## src/rct_pkg.sv

```systemverilog
// Package for the receiver calibration and trim register bank.
// Assumes one 50 MHz clock that also serves as the crystal reference period.
package rct_pkg;

  localparam int CLK_PERIOD_NS = 20;
  localparam int ADDR_W = 12;

  // Register indexes; the byte address is four times the index.
  localparam logic [7:0] IDX_CAL_TIME = 8'h8A;
  localparam logic [7:0] IDX_CAL_BW = 8'h8B;
  localparam logic [7:0] IDX_COARSE = 8'h8C;
  localparam logic [7:0] IDX_FINE = 8'h8D;
  localparam logic [7:0] IDX_BUF_CFG = 8'h8E;
  localparam logic [7:0] IDX_SRC_SEL = 8'h8F;

  // Values after reset.
  localparam logic [7:0] RST_CAL_TIME = 8'h07;
  localparam logic [7:0] RST_CAL_BW = 8'h04;
  localparam logic [7:0] RST_COARSE = 8'h10;
  localparam logic [7:0] RST_FINE = 8'h00;
  localparam logic [7:0] RST_BUF_CFG = 8'h01;
  localparam logic [7:0] RST_SRC_SEL = 8'h00;

  // Field positions.
  localparam int BUF_EN_BIT = 0;

  // Calibration time is crystal period * 80 * 7 * (field + 4).
  localparam int CAL_XTAL_MULT_A = 80;
  localparam int CAL_XTAL_MULT_B = 7;
  localparam int CAL_STEP_OFFSET = 4;
  localparam int CAL_UNIT_CYCLES = CAL_XTAL_MULT_A * CAL_XTAL_MULT_B;

  localparam logic [4:0] COARSE_MAX = 5'h18;

  localparam logic [5:0] BW_50K = 6'h04;
  localparam logic [5:0] BW_80K = 6'h0D;
  localparam logic [5:0] BW_125K = 6'h16;
  localparam logic [5:0] BW_200K = 6'h1F;
  localparam logic [5:0] BW_300K = 6'h27;

  localparam logic [2:0] SRC_LEVEL = 3'h0;
  localparam logic [2:0] SRC_TEMP = 3'h1;
  localparam logic [2:0] SRC_SUPPLY_HALF = 3'h2;

  localparam logic [1:0] RESP_OKAY = 2'h0;
  localparam logic [1:0] RESP_SLVERR = 2'h2;

  // Internal register selector codes.
  localparam logic [2:0] SEL_CAL_TIME = 3'h0;
  localparam logic [2:0] SEL_CAL_BW = 3'h1;
  localparam logic [2:0] SEL_COARSE = 3'h2;
  localparam logic [2:0] SEL_FINE = 3'h3;
  localparam logic [2:0] SEL_BUF_CFG = 3'h4;
  localparam logic [2:0] SEL_SRC_SEL = 3'h5;
  localparam logic [2:0] SEL_NONE = 3'h7;

  typedef enum logic [1:0] {
    WS_IDLE = 2'h0,
    WS_ADDR = 2'h1,
    WS_RESP = 2'h3,
    WS_DATA = 2'h2
  } rct_wr_state_t;

  typedef struct packed {
    rct_wr_state_t wst;
    logic aw_rdy;
    logic w_rdy;
    logic [11:0] waddr;
    logic [7:0] wdata;
    logic wen;
    logic [1:0] bresp;
    logic bvalid;
    logic ar_rdy;
    logic rvalid;
    logic [7:0] rdata;
    logic [1:0] rresp;
    logic [3:0] cal_time;
    logic [5:0] cal_bw;
    logic [4:0] coarse;
    logic [3:0] fine;
    logic buf_en;
    logic [2:0] src;
    logic [3:0] o_dur;
    logic [5:0] o_bw;
    logic [4:0] o_coarse;
    logic [3:0] o_fine;
    logic o_buf;
    logic [2:0] o_route;
  } rct_state_t;

  typedef struct packed {
    logic busy;
    logic done;
    logic [15:0] unit_cnt;
    logic [4:0] steps;
    logic [3:0] dur_l;
    logic [15:0] elapsed;
  } rct_timer_t;

endpackage

```

## src/rct_cal_timer.sv

```systemverilog
// Filter calibration timer: runs for 560 * (duration + 4) clock cycles.
// Assumes start comes from logic on the same clock and duration is registered.
`timescale 1ns/1ps
`default_nettype none
module rct_cal_timer #(
  parameter int unsigned UNIT_CYCLES = rct_pkg::CAL_UNIT_CYCLES
) (
  input wire logic clock,
  input wire logic rst_n,
  input wire logic start,
  input wire logic [3:0] duration,
  output logic busy,
  output logic done
);

  rct_pkg::rct_timer_t t_reg;
  rct_pkg::rct_timer_t t_next;

  // Counting units then steps avoids a multiplier for the long count.
  always_comb begin
    t_next = t_reg;
    t_next.done = 1'b0;
    if (!t_reg.busy) begin
      if (start) begin
        t_next.busy = 1'b1;
        t_next.unit_cnt = 16'h0000;
        t_next.dur_l = duration;
        t_next.steps = 5'(duration) + 5'(rct_pkg::CAL_STEP_OFFSET);
        t_next.elapsed = 16'h0000;
      end
    end else begin
      t_next.elapsed = t_reg.elapsed + 16'h0001;
      if (t_reg.unit_cnt == 16'(UNIT_CYCLES - 1)) begin
        t_next.unit_cnt = 16'h0000;
        t_next.steps = t_reg.steps - 5'h01;
        if (t_reg.steps == 5'h01) begin
          t_next.busy = 1'b0;
          t_next.done = 1'b1;
        end
      end else begin
        t_next.unit_cnt = t_reg.unit_cnt + 16'h0001;
      end
    end
    if (!rst_n) begin
      t_next = '0;
    end
  end

  always_ff @(posedge clock) begin
    t_reg <= t_next;
  end

  assign busy = t_reg.busy;
  assign done = t_reg.done;

  a_cal_done_time: assert property (
    @(posedge clock) disable iff (!rst_n)
    t_reg.done |-> t_reg.elapsed ==
      16'(UNIT_CYCLES * (32'(t_reg.dur_l) + rct_pkg::CAL_STEP_OFFSET)))
    else $error("Calibration time does not match the duration field.");

  a_cal_start_taken: assert property (
    @(posedge clock) disable iff (!rst_n)
    (!t_reg.busy && start) |=> (t_reg.busy && t_reg.dur_l == $past(duration)))
    else $error("Calibration start was not taken.");

endmodule
`default_nettype wire

```

## src/rct_trim_regs.sv

```systemverilog
// Receiver calibration and trim register bank behind an AXI4-Lite slave.
// Assumes a 50 MHz clock that is also the crystal reference, and a master
// that keeps one write and one read in flight at most.
//
// Added by the designer: register access over AXI4-Lite.
`timescale 1ns/1ps
`default_nettype none
module rct_trim_regs #(
  parameter int unsigned CAL_UNIT_CYCLES = rct_pkg::CAL_UNIT_CYCLES
) (
  input wire logic CLOCK,
  input wire logic RST_N,
  input wire logic [11:0] S_AXI_AWADDR,
  input wire logic S_AXI_AWVALID,
  output logic S_AXI_AWREADY,
  input wire logic [31:0] S_AXI_WDATA,
  input wire logic [3:0] S_AXI_WSTRB,
  input wire logic S_AXI_WVALID,
  output logic S_AXI_WREADY,
  output logic [1:0] S_AXI_BRESP,
  output logic S_AXI_BVALID,
  input wire logic S_AXI_BREADY,
  input wire logic [11:0] S_AXI_ARADDR,
  input wire logic S_AXI_ARVALID,
  output logic S_AXI_ARREADY,
  output logic [31:0] S_AXI_RDATA,
  output logic [1:0] S_AXI_RRESP,
  output logic S_AXI_RVALID,
  input wire logic S_AXI_RREADY,
  input wire logic CAL_START,
  output logic CAL_BUSY,
  output logic CAL_DONE,
  output logic [5:0] FILTER_CAL_BANDWIDTH,
  output logic [4:0] CRYSTAL_COARSE_CAP,
  output logic CRYSTAL_FINE_CAP_500F,
  output logic CRYSTAL_FINE_CAP_250F,
  output logic CRYSTAL_FINE_CAP_125F,
  output logic CRYSTAL_FINE_CAP_62F,
  output logic LEVEL_PIN_BUFFER_EN,
  output logic CONVERTER_ROUTE_LEVEL,
  output logic CONVERTER_ROUTE_TEMP,
  output logic CONVERTER_ROUTE_SUPPLY_HALF
);

  rct_pkg::rct_state_t s_reg;
  rct_pkg::rct_state_t s_next;

  logic wr_fire;
  logic wr_en;
  logic [2:0] wr_sel;
  logic [7:0] wr_data;

  // Misaligned or unknown addresses decode to no register.
  function automatic logic [2:0] reg_sel(input logic [11:0] addr);
    logic [9:0] idx;
    idx = addr[11:2];
    if (addr[1:0] != 2'h0) begin
      reg_sel = rct_pkg::SEL_NONE;
    end else if (idx == 10'(rct_pkg::IDX_CAL_TIME)) begin
      reg_sel = rct_pkg::SEL_CAL_TIME;
    end else if (idx == 10'(rct_pkg::IDX_CAL_BW)) begin
      reg_sel = rct_pkg::SEL_CAL_BW;
    end else if (idx == 10'(rct_pkg::IDX_COARSE)) begin
      reg_sel = rct_pkg::SEL_COARSE;
    end else if (idx == 10'(rct_pkg::IDX_FINE)) begin
      reg_sel = rct_pkg::SEL_FINE;
    end else if (idx == 10'(rct_pkg::IDX_BUF_CFG)) begin
      reg_sel = rct_pkg::SEL_BUF_CFG;
    end else if (idx == 10'(rct_pkg::IDX_SRC_SEL)) begin
      reg_sel = rct_pkg::SEL_SRC_SEL;
    end else begin
      reg_sel = rct_pkg::SEL_NONE;
    end
  endfunction

  // The stored code is kept as written; only the capacitor drive saturates.
  function automatic logic [4:0] sat_coarse(input logic [4:0] code);
    if (code > rct_pkg::COARSE_MAX) begin
      sat_coarse = rct_pkg::COARSE_MAX;
    end else begin
      sat_coarse = code;
    end
  endfunction

  // Unused source codes leave every converter input switch open.
  function automatic logic [2:0] route(input logic [2:0] src);
    case (src)
      rct_pkg::SRC_LEVEL: route = 3'h1;
      rct_pkg::SRC_TEMP: route = 3'h2;
      rct_pkg::SRC_SUPPLY_HALF: route = 3'h4;
      default: route = 3'h0;
    endcase
  endfunction

  always_comb begin
    logic aw_hs;
    logic w_hs;
    logic [2:0] rsel;
    logic [11:0] wa;
    aw_hs = S_AXI_AWVALID && s_reg.aw_rdy;
    w_hs = S_AXI_WVALID && s_reg.w_rdy;
    rsel = reg_sel(S_AXI_ARADDR);
    wa = s_reg.waddr;
    wr_fire = 1'b0;
    wr_data = s_reg.wdata;
    wr_en = s_reg.wen;
    s_next = s_reg;

    // Address and data are captured in either order.
    if (aw_hs) begin
      wa = S_AXI_AWADDR;
    end
    if (w_hs) begin
      wr_data = S_AXI_WDATA[7:0];
      wr_en = S_AXI_WSTRB[0];
    end
    wr_sel = reg_sel(wa);
    s_next.waddr = wa;
    s_next.wdata = wr_data;
    s_next.wen = wr_en;

    case (s_reg.wst)
      rct_pkg::WS_IDLE: begin
        if (aw_hs && w_hs) begin
          wr_fire = 1'b1;
          s_next.wst = rct_pkg::WS_RESP;
        end else if (aw_hs) begin
          s_next.wst = rct_pkg::WS_ADDR;
        end else if (w_hs) begin
          s_next.wst = rct_pkg::WS_DATA;
        end
      end
      rct_pkg::WS_ADDR: begin
        if (w_hs) begin
          wr_fire = 1'b1;
          s_next.wst = rct_pkg::WS_RESP;
        end
      end
      rct_pkg::WS_DATA: begin
        if (aw_hs) begin
          wr_fire = 1'b1;
          s_next.wst = rct_pkg::WS_RESP;
        end
      end
      rct_pkg::WS_RESP: begin
        if (S_AXI_BREADY) begin
          s_next.wst = rct_pkg::WS_IDLE;
        end
      end
      default: begin
        s_next.wst = rct_pkg::WS_IDLE;
      end
    endcase

    s_next.aw_rdy = (s_next.wst == rct_pkg::WS_IDLE) || (s_next.wst == rct_pkg::WS_DATA);
    s_next.w_rdy = (s_next.wst == rct_pkg::WS_IDLE) || (s_next.wst == rct_pkg::WS_ADDR);
    s_next.bvalid = (s_next.wst == rct_pkg::WS_RESP);

    // Only the defined field bits are stored, so unused bits drop writes.
    if (wr_fire) begin
      s_next.bresp = (wr_sel == rct_pkg::SEL_NONE) ? rct_pkg::RESP_SLVERR : rct_pkg::RESP_OKAY;
      if (wr_en) begin
        case (wr_sel)
          rct_pkg::SEL_CAL_TIME: s_next.cal_time = wr_data[3:0];
          rct_pkg::SEL_CAL_BW: s_next.cal_bw = wr_data[5:0];
          rct_pkg::SEL_COARSE: s_next.coarse = wr_data[4:0];
          rct_pkg::SEL_FINE: s_next.fine = wr_data[3:0];
          rct_pkg::SEL_BUF_CFG: s_next.buf_en = wr_data[rct_pkg::BUF_EN_BIT];
          rct_pkg::SEL_SRC_SEL: s_next.src = wr_data[2:0];
          default: s_next.bresp = rct_pkg::RESP_SLVERR;
        endcase
      end
    end

    // Read channel: one read at a time, answered one cycle after the address.
    if (S_AXI_ARVALID && s_reg.ar_rdy) begin
      s_next.ar_rdy = 1'b0;
      s_next.rvalid = 1'b1;
      s_next.rresp = rct_pkg::RESP_OKAY;
      case (rsel)
        rct_pkg::SEL_CAL_TIME: s_next.rdata = {4'h0, s_reg.cal_time};
        rct_pkg::SEL_CAL_BW: s_next.rdata = {2'h0, s_reg.cal_bw};
        rct_pkg::SEL_COARSE: s_next.rdata = {3'h0, s_reg.coarse};
        rct_pkg::SEL_FINE: s_next.rdata = {4'h0, s_reg.fine};
        rct_pkg::SEL_BUF_CFG: s_next.rdata = {7'h00, s_reg.buf_en};
        rct_pkg::SEL_SRC_SEL: s_next.rdata = {5'h00, s_reg.src};
        default: begin
          s_next.rdata = 8'h00;
          s_next.rresp = rct_pkg::RESP_SLVERR;
        end
      endcase
    end else if (s_reg.rvalid && S_AXI_RREADY) begin
      s_next.rvalid = 1'b0;
      s_next.ar_rdy = 1'b1;
    end

    // Drive points lag the register by one clock so they change glitch free.
    s_next.o_dur = s_reg.cal_time;
    s_next.o_bw = s_reg.cal_bw;
    s_next.o_coarse = sat_coarse(s_reg.coarse);
    s_next.o_fine = s_reg.fine;
    s_next.o_buf = s_reg.buf_en;
    s_next.o_route = route(s_reg.src);

    if (!RST_N) begin
      s_next = '0;
      s_next.wst = rct_pkg::WS_IDLE;
      s_next.aw_rdy = 1'b1;
      s_next.w_rdy = 1'b1;
      s_next.ar_rdy = 1'b1;
      s_next.cal_time = rct_pkg::RST_CAL_TIME[3:0];
      s_next.cal_bw = rct_pkg::RST_CAL_BW[5:0];
      s_next.coarse = rct_pkg::RST_COARSE[4:0];
      s_next.fine = rct_pkg::RST_FINE[3:0];
      s_next.buf_en = rct_pkg::RST_BUF_CFG[rct_pkg::BUF_EN_BIT];
      s_next.src = rct_pkg::RST_SRC_SEL[2:0];
      s_next.o_dur = rct_pkg::RST_CAL_TIME[3:0];
      s_next.o_bw = rct_pkg::RST_CAL_BW[5:0];
      s_next.o_coarse = sat_coarse(rct_pkg::RST_COARSE[4:0]);
      s_next.o_fine = rct_pkg::RST_FINE[3:0];
      s_next.o_buf = rct_pkg::RST_BUF_CFG[rct_pkg::BUF_EN_BIT];
      s_next.o_route = route(rct_pkg::RST_SRC_SEL[2:0]);
    end
  end

  always_ff @(posedge CLOCK) begin
    s_reg <= s_next;
  end

  rct_cal_timer #(
    .UNIT_CYCLES(CAL_UNIT_CYCLES)
  ) u_cal_timer (
    .clock(CLOCK),
    .rst_n(RST_N),
    .start(CAL_START),
    .duration(s_reg.o_dur),
    .busy(CAL_BUSY),
    .done(CAL_DONE)
  );

  assign S_AXI_AWREADY = s_reg.aw_rdy;
  assign S_AXI_WREADY = s_reg.w_rdy;
  assign S_AXI_BVALID = s_reg.bvalid;
  assign S_AXI_BRESP = s_reg.bresp;
  assign S_AXI_ARREADY = s_reg.ar_rdy;
  assign S_AXI_RVALID = s_reg.rvalid;
  assign S_AXI_RRESP = s_reg.rresp;
  assign S_AXI_RDATA = {24'h000000, s_reg.rdata};
  assign FILTER_CAL_BANDWIDTH = s_reg.o_bw;
  assign CRYSTAL_COARSE_CAP = s_reg.o_coarse;
  assign CRYSTAL_FINE_CAP_500F = s_reg.o_fine[3];
  assign CRYSTAL_FINE_CAP_250F = s_reg.o_fine[2];
  assign CRYSTAL_FINE_CAP_125F = s_reg.o_fine[1];
  assign CRYSTAL_FINE_CAP_62F = s_reg.o_fine[0];
  assign LEVEL_PIN_BUFFER_EN = s_reg.o_buf;
  assign CONVERTER_ROUTE_LEVEL = s_reg.o_route[0];
  assign CONVERTER_ROUTE_TEMP = s_reg.o_route[1];
  assign CONVERTER_ROUTE_SUPPLY_HALF = s_reg.o_route[2];

  a_bw_write_reach: assert property (
    @(posedge CLOCK) disable iff (!RST_N)
    (wr_fire && wr_en && wr_sel == rct_pkg::SEL_CAL_BW) |->
      ##2 ({2'h0, FILTER_CAL_BANDWIDTH} == ($past(wr_data, 2) & 8'h3F)))
    else $error("Bandwidth code did not reach its output two clocks after the write.");

  a_coarse_write_reach: assert property (
    @(posedge CLOCK) disable iff (!RST_N)
    (wr_fire && wr_en && wr_sel == rct_pkg::SEL_COARSE && wr_data[4:0] <= rct_pkg::COARSE_MAX)
      |-> ##2 ({3'h0, CRYSTAL_COARSE_CAP} == ($past(wr_data, 2) & 8'h1F)))
    else $error("Coarse trim code did not reach the capacitor drive.");

  a_coarse_saturates: assert property (
    @(posedge CLOCK) disable iff (!RST_N)
    (s_reg.coarse > rct_pkg::COARSE_MAX) |=> (CRYSTAL_COARSE_CAP == rct_pkg::COARSE_MAX))
    else $error("Coarse trim drive went beyond its maximum.");

  a_fine_write_reach: assert property (
    @(posedge CLOCK) disable iff (!RST_N)
    (wr_fire && wr_en && wr_sel == rct_pkg::SEL_FINE) |-> ##2
      ({4'h0, CRYSTAL_FINE_CAP_500F, CRYSTAL_FINE_CAP_250F, CRYSTAL_FINE_CAP_125F,
        CRYSTAL_FINE_CAP_62F} == ($past(wr_data, 2) & 8'h0F)))
    else $error("Fine trim bits did not reach their capacitors.");

  a_buffer_reset_on: assert property (
    @(posedge CLOCK) disable iff (!RST_N)
    $rose(RST_N) |-> (LEVEL_PIN_BUFFER_EN ##1 LEVEL_PIN_BUFFER_EN))
    else $error("Level pin buffer is not enabled after reset.");

  a_route_exclusive: assert property (
    @(posedge CLOCK) disable iff (!RST_N)
    $onehot0({CONVERTER_ROUTE_LEVEL, CONVERTER_ROUTE_TEMP, CONVERTER_ROUTE_SUPPLY_HALF}))
    else $error("More than one converter input is routed.");

  a_route_follows: assert property (
    @(posedge CLOCK) disable iff (!RST_N)
    (s_reg.src == rct_pkg::SRC_SUPPLY_HALF) |=> CONVERTER_ROUTE_SUPPLY_HALF)
    else $error("Half supply was not routed for its code.");

  a_read_upper_zero: assert property (
    @(posedge CLOCK) disable iff (!RST_N)
    S_AXI_RVALID |-> (S_AXI_RDATA[31:8] == 24'h000000))
    else $error("Upper read data bits are not zero.");

  a_write_answer: assert property (
    @(posedge CLOCK) disable iff (!RST_N)
    wr_fire |=> (S_AXI_BVALID && !S_AXI_AWREADY && !S_AXI_WREADY))
    else $error("Write was not answered one clock after completion.");

  a_resp_holds: assert property (
    @(posedge CLOCK) disable iff (!RST_N)
    (S_AXI_RVALID && !S_AXI_RREADY) |=> (S_AXI_RVALID && $stable(S_AXI_RDATA)))
    else $error("Read answer dropped before it was taken.");

  a_time_write_reach: assert property (
    @(posedge CLOCK) disable iff (!RST_N)
    (wr_fire && wr_en && wr_sel == rct_pkg::SEL_CAL_TIME) |->
      ##2 (s_reg.o_dur == $past(wr_data[3:0], 2)))
    else $error("Calibration duration did not reach the timer two clocks after the write.");

  a_refused_write_keeps: assert property (
    @(posedge CLOCK) disable iff (!RST_N)
    (wr_fire && (!wr_en || wr_sel == rct_pkg::SEL_NONE)) |=>
      $stable({s_reg.cal_time, s_reg.cal_bw, s_reg.coarse,
        s_reg.fine, s_reg.buf_en, s_reg.src}))
    else $error("A refused write changed a register.");

  a_error_resp_write: assert property (
    @(posedge CLOCK) disable iff (!RST_N)
    (wr_fire && wr_sel == rct_pkg::SEL_NONE) |=>
      (S_AXI_BVALID && S_AXI_BRESP == rct_pkg::RESP_SLVERR))
    else $error("Unmapped write was not refused with an error response.");

  a_buffer_follows: assert property (
    @(posedge CLOCK) disable iff (!RST_N)
    1'b1 |=> (LEVEL_PIN_BUFFER_EN == $past(s_reg.buf_en)))
    else $error("Level pin buffer enable did not follow its register bit.");

endmodule
`default_nettype wire

```

## config.mk

```make
export PLATFORM = sky130hd
export DESIGN_NAME = rct_trim_regs
export DESIGN_NICKNAME = d
export VERILOG_FILES = /design/src/rct_pkg.sv /design/src/rct_cal_timer.sv /design/src/rct_trim_regs.sv
export SDC_FILE = /design/constraint.sdc
export NUM_CORES = 1
export LEC_CHECK = 0
export ABC_AREA = 1
export CORE_ASPECT_RATIO = 1.5
export CORE_UTILIZATION = 30
export CTS_CLUSTER_DIAMETER = 40
export DETAILED_ROUTE_END_ITERATION = 6
export DONT_BUFFER_PORTS = 1
export HOLD_SLACK_MARGIN = 0.03
export SLEW_MARGIN = 10
export SYNTH_ARGS = -nofsm -noshare
export SYNTH_HDL_FRONTEND = slang
export SYNTH_SLANG_ARGS = --single-unit
```

## constraint.sdc

```tcl
create_clock -name CLOCK -period 1.79 [get_ports CLOCK]
set_input_delay 0.0895 -clock CLOCK [delete_from_list [all_inputs] [get_ports CLOCK]]
set_output_delay 0.0895 -clock CLOCK [all_outputs]
set_load 0.05 [all_outputs]
```

Word level (Yosys, flattened, before mapping)
Cells that the tools add are included. W data, S select, Z words.

Register bits: 111. Bits in latches: 0. RAM bits: 0. ROM bits: 0. Input bits: 68. Output and inout bits: 62. Memories: 0.

Add/sub/neg operators: 3. Multipliers: 0. Div/mod/pow operators: 0. Order comparisons: 1. Equal/unequal tests: 34. Shifts and indexed selects: 0. Muxes and demuxes: 45. Bitwise logic cells: 2. Reduce and logical (&&, ||, !) cells: 28.

Operators with widths (count): $eq A10 B8 Y1 const B (12); $mux W41 (1); $mux W2 (18); $pmux W6 S6 (1); $mux W3 (10); $mux W21 (1); $reduce_and A3 Y1 (7); $add A16 B1 Y16 const B (1); $eq A16 B10 Y1 const B (1); $mux W16 (1); $eq A3 B2 Y1 const B (5); $eq A3 B3 Y1 const B (5); $mux W12 (1); $reduce_or A6 Y1 (2); $eq A3 B1 Y1 const B (3); $logic_not A3 Y1 (3); $pmux W3 S3 (1); $eq A2 B2 Y1 const B (4); $pmux W2 S4 (1); $reduce_bool A2 Y1 (4); $mux W1 (6); $mux W6 (1); $add A4 B3 Y5 const B (1); $eq A5 B1 Y1 const B (1); 13 further kinds (22).

Depth between registers and ports, before layout
Depth in word-level cells: 14. Mapped depth: 13. Mapped depth without buffers: 13.

By module
Synthesis repeated with hierarchy kept, for this count alone.

Cells, all modules: 740. Area total of the unflattened synthesis: 5206.2 µm².

Modules (own cells, without submodules): rct_trim_regs (times used 1, cells an instance 517, area an instance 3787.4 µm², sequential area each 1601.5 µm²); rct_cal_timer (times used 1, cells an instance 223, area an instance 1418.9 µm², sequential area each 460.4 µm²).

Worst setup path before layout
Ideal clock, no wire load.

Kind: reg-to-reg. Start point: register s_reg, in the netlist S_AXI_AWREADY. End point: register s_reg[42] (netlist bit). Data arrival time: 1945 ps. Required time: 1660 ps. Setup slack: -285 ps. Stages on the path, launching flop included: 12. Path buffers: 1. Cells stage by stage: dfxtp_1 -> nand2_4 -> buf_6 -> nand2_2 -> nand2_1 -> nor2_4 -> nand3_2 -> nand3b_1 -> nor2_2 -> nand2_2 -> a21oi_1 -> o21ai_1.

Word-level cells in the longest chain between the ends: 12. Elaborated cells between the ends (all ways): 22. Those cells by class: eq/ne: 6; mux: 11; reduce/logical: 5.

Ends and longest elaborated chain: start: declaration (line rct_trim_regs.sv:45) `rct_pkg::rct_state_t s_reg;`; start signal: assignment (line rct_trim_regs.sv:227) `s_reg <= s_next;`; $logic_and A1 B1 Y1 * (line rct_trim_regs.sv:100) `aw_hs = S_AXI_AWVALID && s_reg.aw_rdy;`; $mux W12 (line rct_trim_regs.sv:110) `if (aw_hs) begin`; $eq A10 B8 Y1 (line rct_trim_regs.sv:69) `end else if (idx == 10'(rct_pkg::IDX_SRC_SEL)) begin`; $mux W2 (line rct_trim_regs.sv:69); $mux W2 (line rct_trim_regs.sv:67) `end else if (idx == 10'(rct_pkg::IDX_BUF_CFG)) begin`; $mux W3 (line rct_trim_regs.sv:65) `end else if (idx == 10'(rct_pkg::IDX_FINE)) begin`; $mux W3 (line rct_trim_regs.sv:63) `end else if (idx == 10'(rct_pkg::IDX_COARSE)) begin`; $mux W3 (line rct_trim_regs.sv:61) `end else if (idx == 10'(rct_pkg::IDX_CAL_BW)) begin`; $mux W3 (line rct_trim_regs.sv:59) `end else if (idx == 10'(rct_pkg::IDX_CAL_TIME)) begin`; $mux W3 (line rct_trim_regs.sv:57) `if (addr[1:0] != 2'h0) begin`; $logic_not A3 Y1 (line rct_trim_regs.sv:163) `case (wr_sel)`; $reduce_and A3 Y1 (no source line) *.

Mark *: on every way between the ends. The rest lies on a longest branch, timed or not. A chain may end at the register's enable or synchronous reset.

Worst setup path in the final report
Start point: register s_reg, in the netlist S_AXI_AWREADY. End point: register s_reg[30] (netlist bit).

Word-level cells in the longest chain between the ends: 12. Elaborated cells between the ends (all ways): 22. Those cells by class: eq/ne: 7; mux: 11; reduce/logical: 4.

Ends and longest elaborated chain (line): $logic_and A1 B1 Y1 * (rct_trim_regs.sv:100); $mux W12 (rct_trim_regs.sv:110); $eq A10 B8 Y1 (rct_trim_regs.sv:69); $mux W2 (rct_trim_regs.sv:69); $mux W2 (rct_trim_regs.sv:67); $mux W3 (rct_trim_regs.sv:65); $mux W3 (rct_trim_regs.sv:63); $mux W3 (rct_trim_regs.sv:61); $mux W3 (rct_trim_regs.sv:59); $mux W3 (rct_trim_regs.sv:57); $eq A3 B2 Y1 (rct_trim_regs.sv:163); $reduce_and A3 Y1 (no source line) *.

Marked as above.

==> results.md <==
- Outcome: complete, but fails checks
- Failing checks: negative hold slack, negative setup slack
- Endpoint of the most critical register-to-register path: s_reg[30]$_SDFFE_PN0P_
- Ratio of cells with drive above 1 in the final layout: approximately a quarter
- Net switching power: approximately 1500 uW
- DP Worst Slack: -0.0802 ns
- Final hold vios: 28
- WP data required: just over 2 ns
- Internal power summed over all cells: approximately 3900 uW
- Gp weighted congestion: 0.887
- Final core utilization: between 40% and 50%
- Pins over their slew limit: 0
- Insertion delay to the later sink of the worst-skew pair: 0.35 ns
- Slew margin rel.: 52.8%
- Leakage power: 0.00277 uW
- Number of buffer and inverter stages on the critical path: 1
- Antenna cells: 0
- Yosys top cell area share: 42.3%
- Total clock sinks: between 100 and 150
- Level count of the clock H-tree: 3
- PortBufs: 0
- First DRT Iteration DRCs: around 180
- Worst-case hold path end point: s_reg[35]$_SDFFE_PN1P_
- RSZ-0062 raised after global routing: yes
- Most numerous cell types in the synthesized netlist: 122 x nand2_1, 103 x dfxtp_1, 79 x inv_1
- Clock skew after layout: 0.0110 ns
- Clock edge transition at the registers on the reported setup and hold paths: 0.07 ns
- Post-Synthesis Cell Area: between 0.004 and 0.005 mm2
- Instance area after placement: 0.00519 mm2
- Gate count of the mapped netlist: ~650
- Total die area: 0.0168 mm2
- Overall global routing resource usage: 15.2%
- Sum of overflow across all layers after global routing: 0
- Synthesis-to-layout area growth: 31.0%
- Synth cell types: 51
- Pin count of the biggest net entering global routing: 40
- Hold buffer count at CTS: 36
- Arrival time of the worst setup path: ~2.1 ns
- Worst-case register-to-register setup slack: -0.02 ns
- Maxcap violations: 0
- Die Y-Extent: 158 um
- Number of vias in the routed layout: approximately 4,300
- Clk root buf: clkbuf_16
- Remaining routing DRC violations: 0
- Asr flop ratio synth: 0%
- Seq pwr share: 44.9%
- Wire length of the first global-routing pass: 19,900 um
- Worst min-delay path category: primary input to flip-flop
- Final WL: 12,500 um
- Critical-path maximum fanout: 6
- Number of endpoints failing setup at the final stage: 9
- Average size of a mapped cell: 7.49 um2
- Synth Flop Type: dfxtp_1
- Fraction of power consumed by the clock network: between 40% and 50%
- Worst-case setup margin in the final layout: -0.0207 ns
- EDFF count, synth: 0
- Element type at the critical path end: flip-flop
- Effective utilization at floorplan: 30.9%
- Leading cell type by number of instances after synthesis: nand2_1
- DRT Pass-1 Iters: 4
- Area contributors post-synth: dfxtp_1 42%, nand2_1 9.4%, buf_4 7.2%
- Overall die width: 106 um
- Min-delay src: RST_N
- Final Cycle Share: 101%
- Max incr delay on CP: roughly 0.4 ns
- Startpoint Class: flip-flop
- Number of buffers created by CTS: 9
- Max Root-Sink Buffers: 2
- Hold slack: -0.179 ns
- Worst path cell trace: nand2_8 -> buf_12 -> nand2_4 -> nand2_4 -> nor2_4 -> nand3_2 -> nor2_4 -> nand4_2 -> nor2_4 -> nand2_1 -> nand2_1 -> nor2_1
- Detail Route Antenna Nets: 0
- R2R cell count: 12
- Max VDD drop: 0.432 mV
- Number of antenna violations at the first check in global routing: 0
- Switching power share of the total: between 20% and 30%
- Slew of the pin with the lowest slew margin: 0.700 ns
- Post-route design area: 0.00639 mm2
- Sequential cell area fraction in the yosys report: 42.3%
- DP Wirelength: 8840 um
- RR Startpoint: S_AXI_AWREADY$_SDFF_PN1_
- Post-synthesis sequential element count: 103
- Family with the most delay on the worst path: simple AND/OR/NAND/NOR gates
- Cell occurring most often along the worst timing path: nor2_4
- Worst hold path cell count: 1
- Minimum clock period: 1.81 ns
- Setup Crit Path Kind: flip-flop to flip-flop
- Average via count per standard cell: 4.58
- Slowest CP cell: dfxtp_4
- Achievable Freq: roughly 0.55 GHz
- Count of standard-cell rows: between 50 and 60
- Total power divided by cell area: about 840 mW/mm2
- Gate power share: 15.1%
- Number of flip-flops in the largest register: 48
- Ports: 130
- Vias in the first global route: 4,290
- Final total negative setup slack: -0.124 ns
- Syn. warnings: 0
- Number of nets in the layout: 806
- Dominant cell type by area after synthesis: dfxtp_1
- Total design power: 5380 uW
- Routed len/inst: 13.2 um
- Clock tree from TritonCTS: done
- Core outline area: between 0.015 and 0.02 mm2
==> kinds of logic (layout without fill, tap and decap cells) <==
| logic type | Yosys count | count (layout) | synth area share, % |
|---|---|---|---|
| DFF | 103 | 103 | 42.3 |
| adders and majority gates | 4 | 4 | 1.03 |
| xor gates and xnor gates | 2 | 2 | 0.359 |
| other | 1 | 28 | 0.0769 |
| muxes | 3 | 3 | 0.616 |
| and+or+nand+nor | 287 | 288 | 28.0 |
| AOI/OAI and AO/OA | 105 | 105 | 12.6 |
| buffers and inverters | 146 | 206 | 15.1 |
==> final cells by class <==
type	instances	area, um2
clock inverter	7	104
fill	1597	9380
timing repair buffer	105	938
inverter	85	322
clock buffer	9	225
sequential	103	2080
tap	203	254
multi-input combinational	430	2460
==> stage by stage <==
stage                     hold slack [ns]  instances
after floorplan                     0.248        678
after global placement              0.177        867
after detailed placement            0.180        867
after CTS                          -0.185        927
after global routing               -0.179        942
final                              -0.179        942
==> worst max path at each step <==
stage	start	end	slack (ns)	cells past startpoint
3_3_place_gp	u_cal_timer.t_reg[25]$_SDFFE_PN0P_	u_cal_timer.t_reg[39]$_SDFFE_PN0P_	-0.06	10
5_1_grt	S_AXI_AWREADY$_SDFF_PN1_	s_reg[38]$_SDFFE_PN1P_	-0.15	13
4_1_cts	S_AXI_AWREADY$_SDFF_PN1_	s_reg[30]$_SDFFE_PN0P_	-0.01	12
2_1_floorplan	S_AXI_AWREADY$_SDFF_PN1_	s_reg[42]$_SDFFE_PN1P_	0.006	11
3_5_place_dp	S_AXI_AWREADY$_SDFF_PN1_	s_reg[25]$_SDFFE_PN0P_	-0.08	12
6_report	S_AXI_AWREADY$_SDFF_PN1_	s_reg[30]$_SDFFE_PN0P_	-0.02	12
==> cells in the final DEF, fill, tap and decap left out, types with 12 or more instances in the layout <==
| master | count |
|---|---|
| nand2_2 | 20 |
| nand4_1 | 14 |
| nor2_4 | 12 |
| nand3_1 | 36 |
| nand2_1 | 103 |
| inv_1 | 75 |
| conb_1 | 28 |
| nor2_1 | 54 |
| o21ai_0 | 20 |
| dfxtp_1 | 96 |
| a21oi_1 | 39 |
| dlygate4sd3_1 | 36 |
| buf_4 | 62 |
==> power groups by stage <==
stage                     clock [uW]  combinational (uW)  sequential, uW
final                           2150                 812            2420
after global routing            2310                 883            2430
after CTS                       2210                 766            2420
after floorplan                    0                 523            2480
after global placement             0                 627            2470
after detailed placement           0                 634            2470
==> repair_timing <==
action	CTS	global route
endpoints found under the setup margin	28	36
hold endpoints to repair	65	28
setup buffers	6	15
resized for setup	42	48
gates cloned	2	0
pin swaps	15	23
==> metal layers <==
| layer | track usage [%] | routed length (um) | up-vias |
|---|---|---|---|
| met2 | 30.7 | 7060 | 94 |
| li1 | - | - | 2197 |
| met3 | 3.99 | 515 | 22 |
| met1 | 13.8 | 4520 | 2000 |
| met4 | 7.08 | 378 | 0 |
| met5 | 0 | 0 | - |
(Power assumes the default switching activity.)
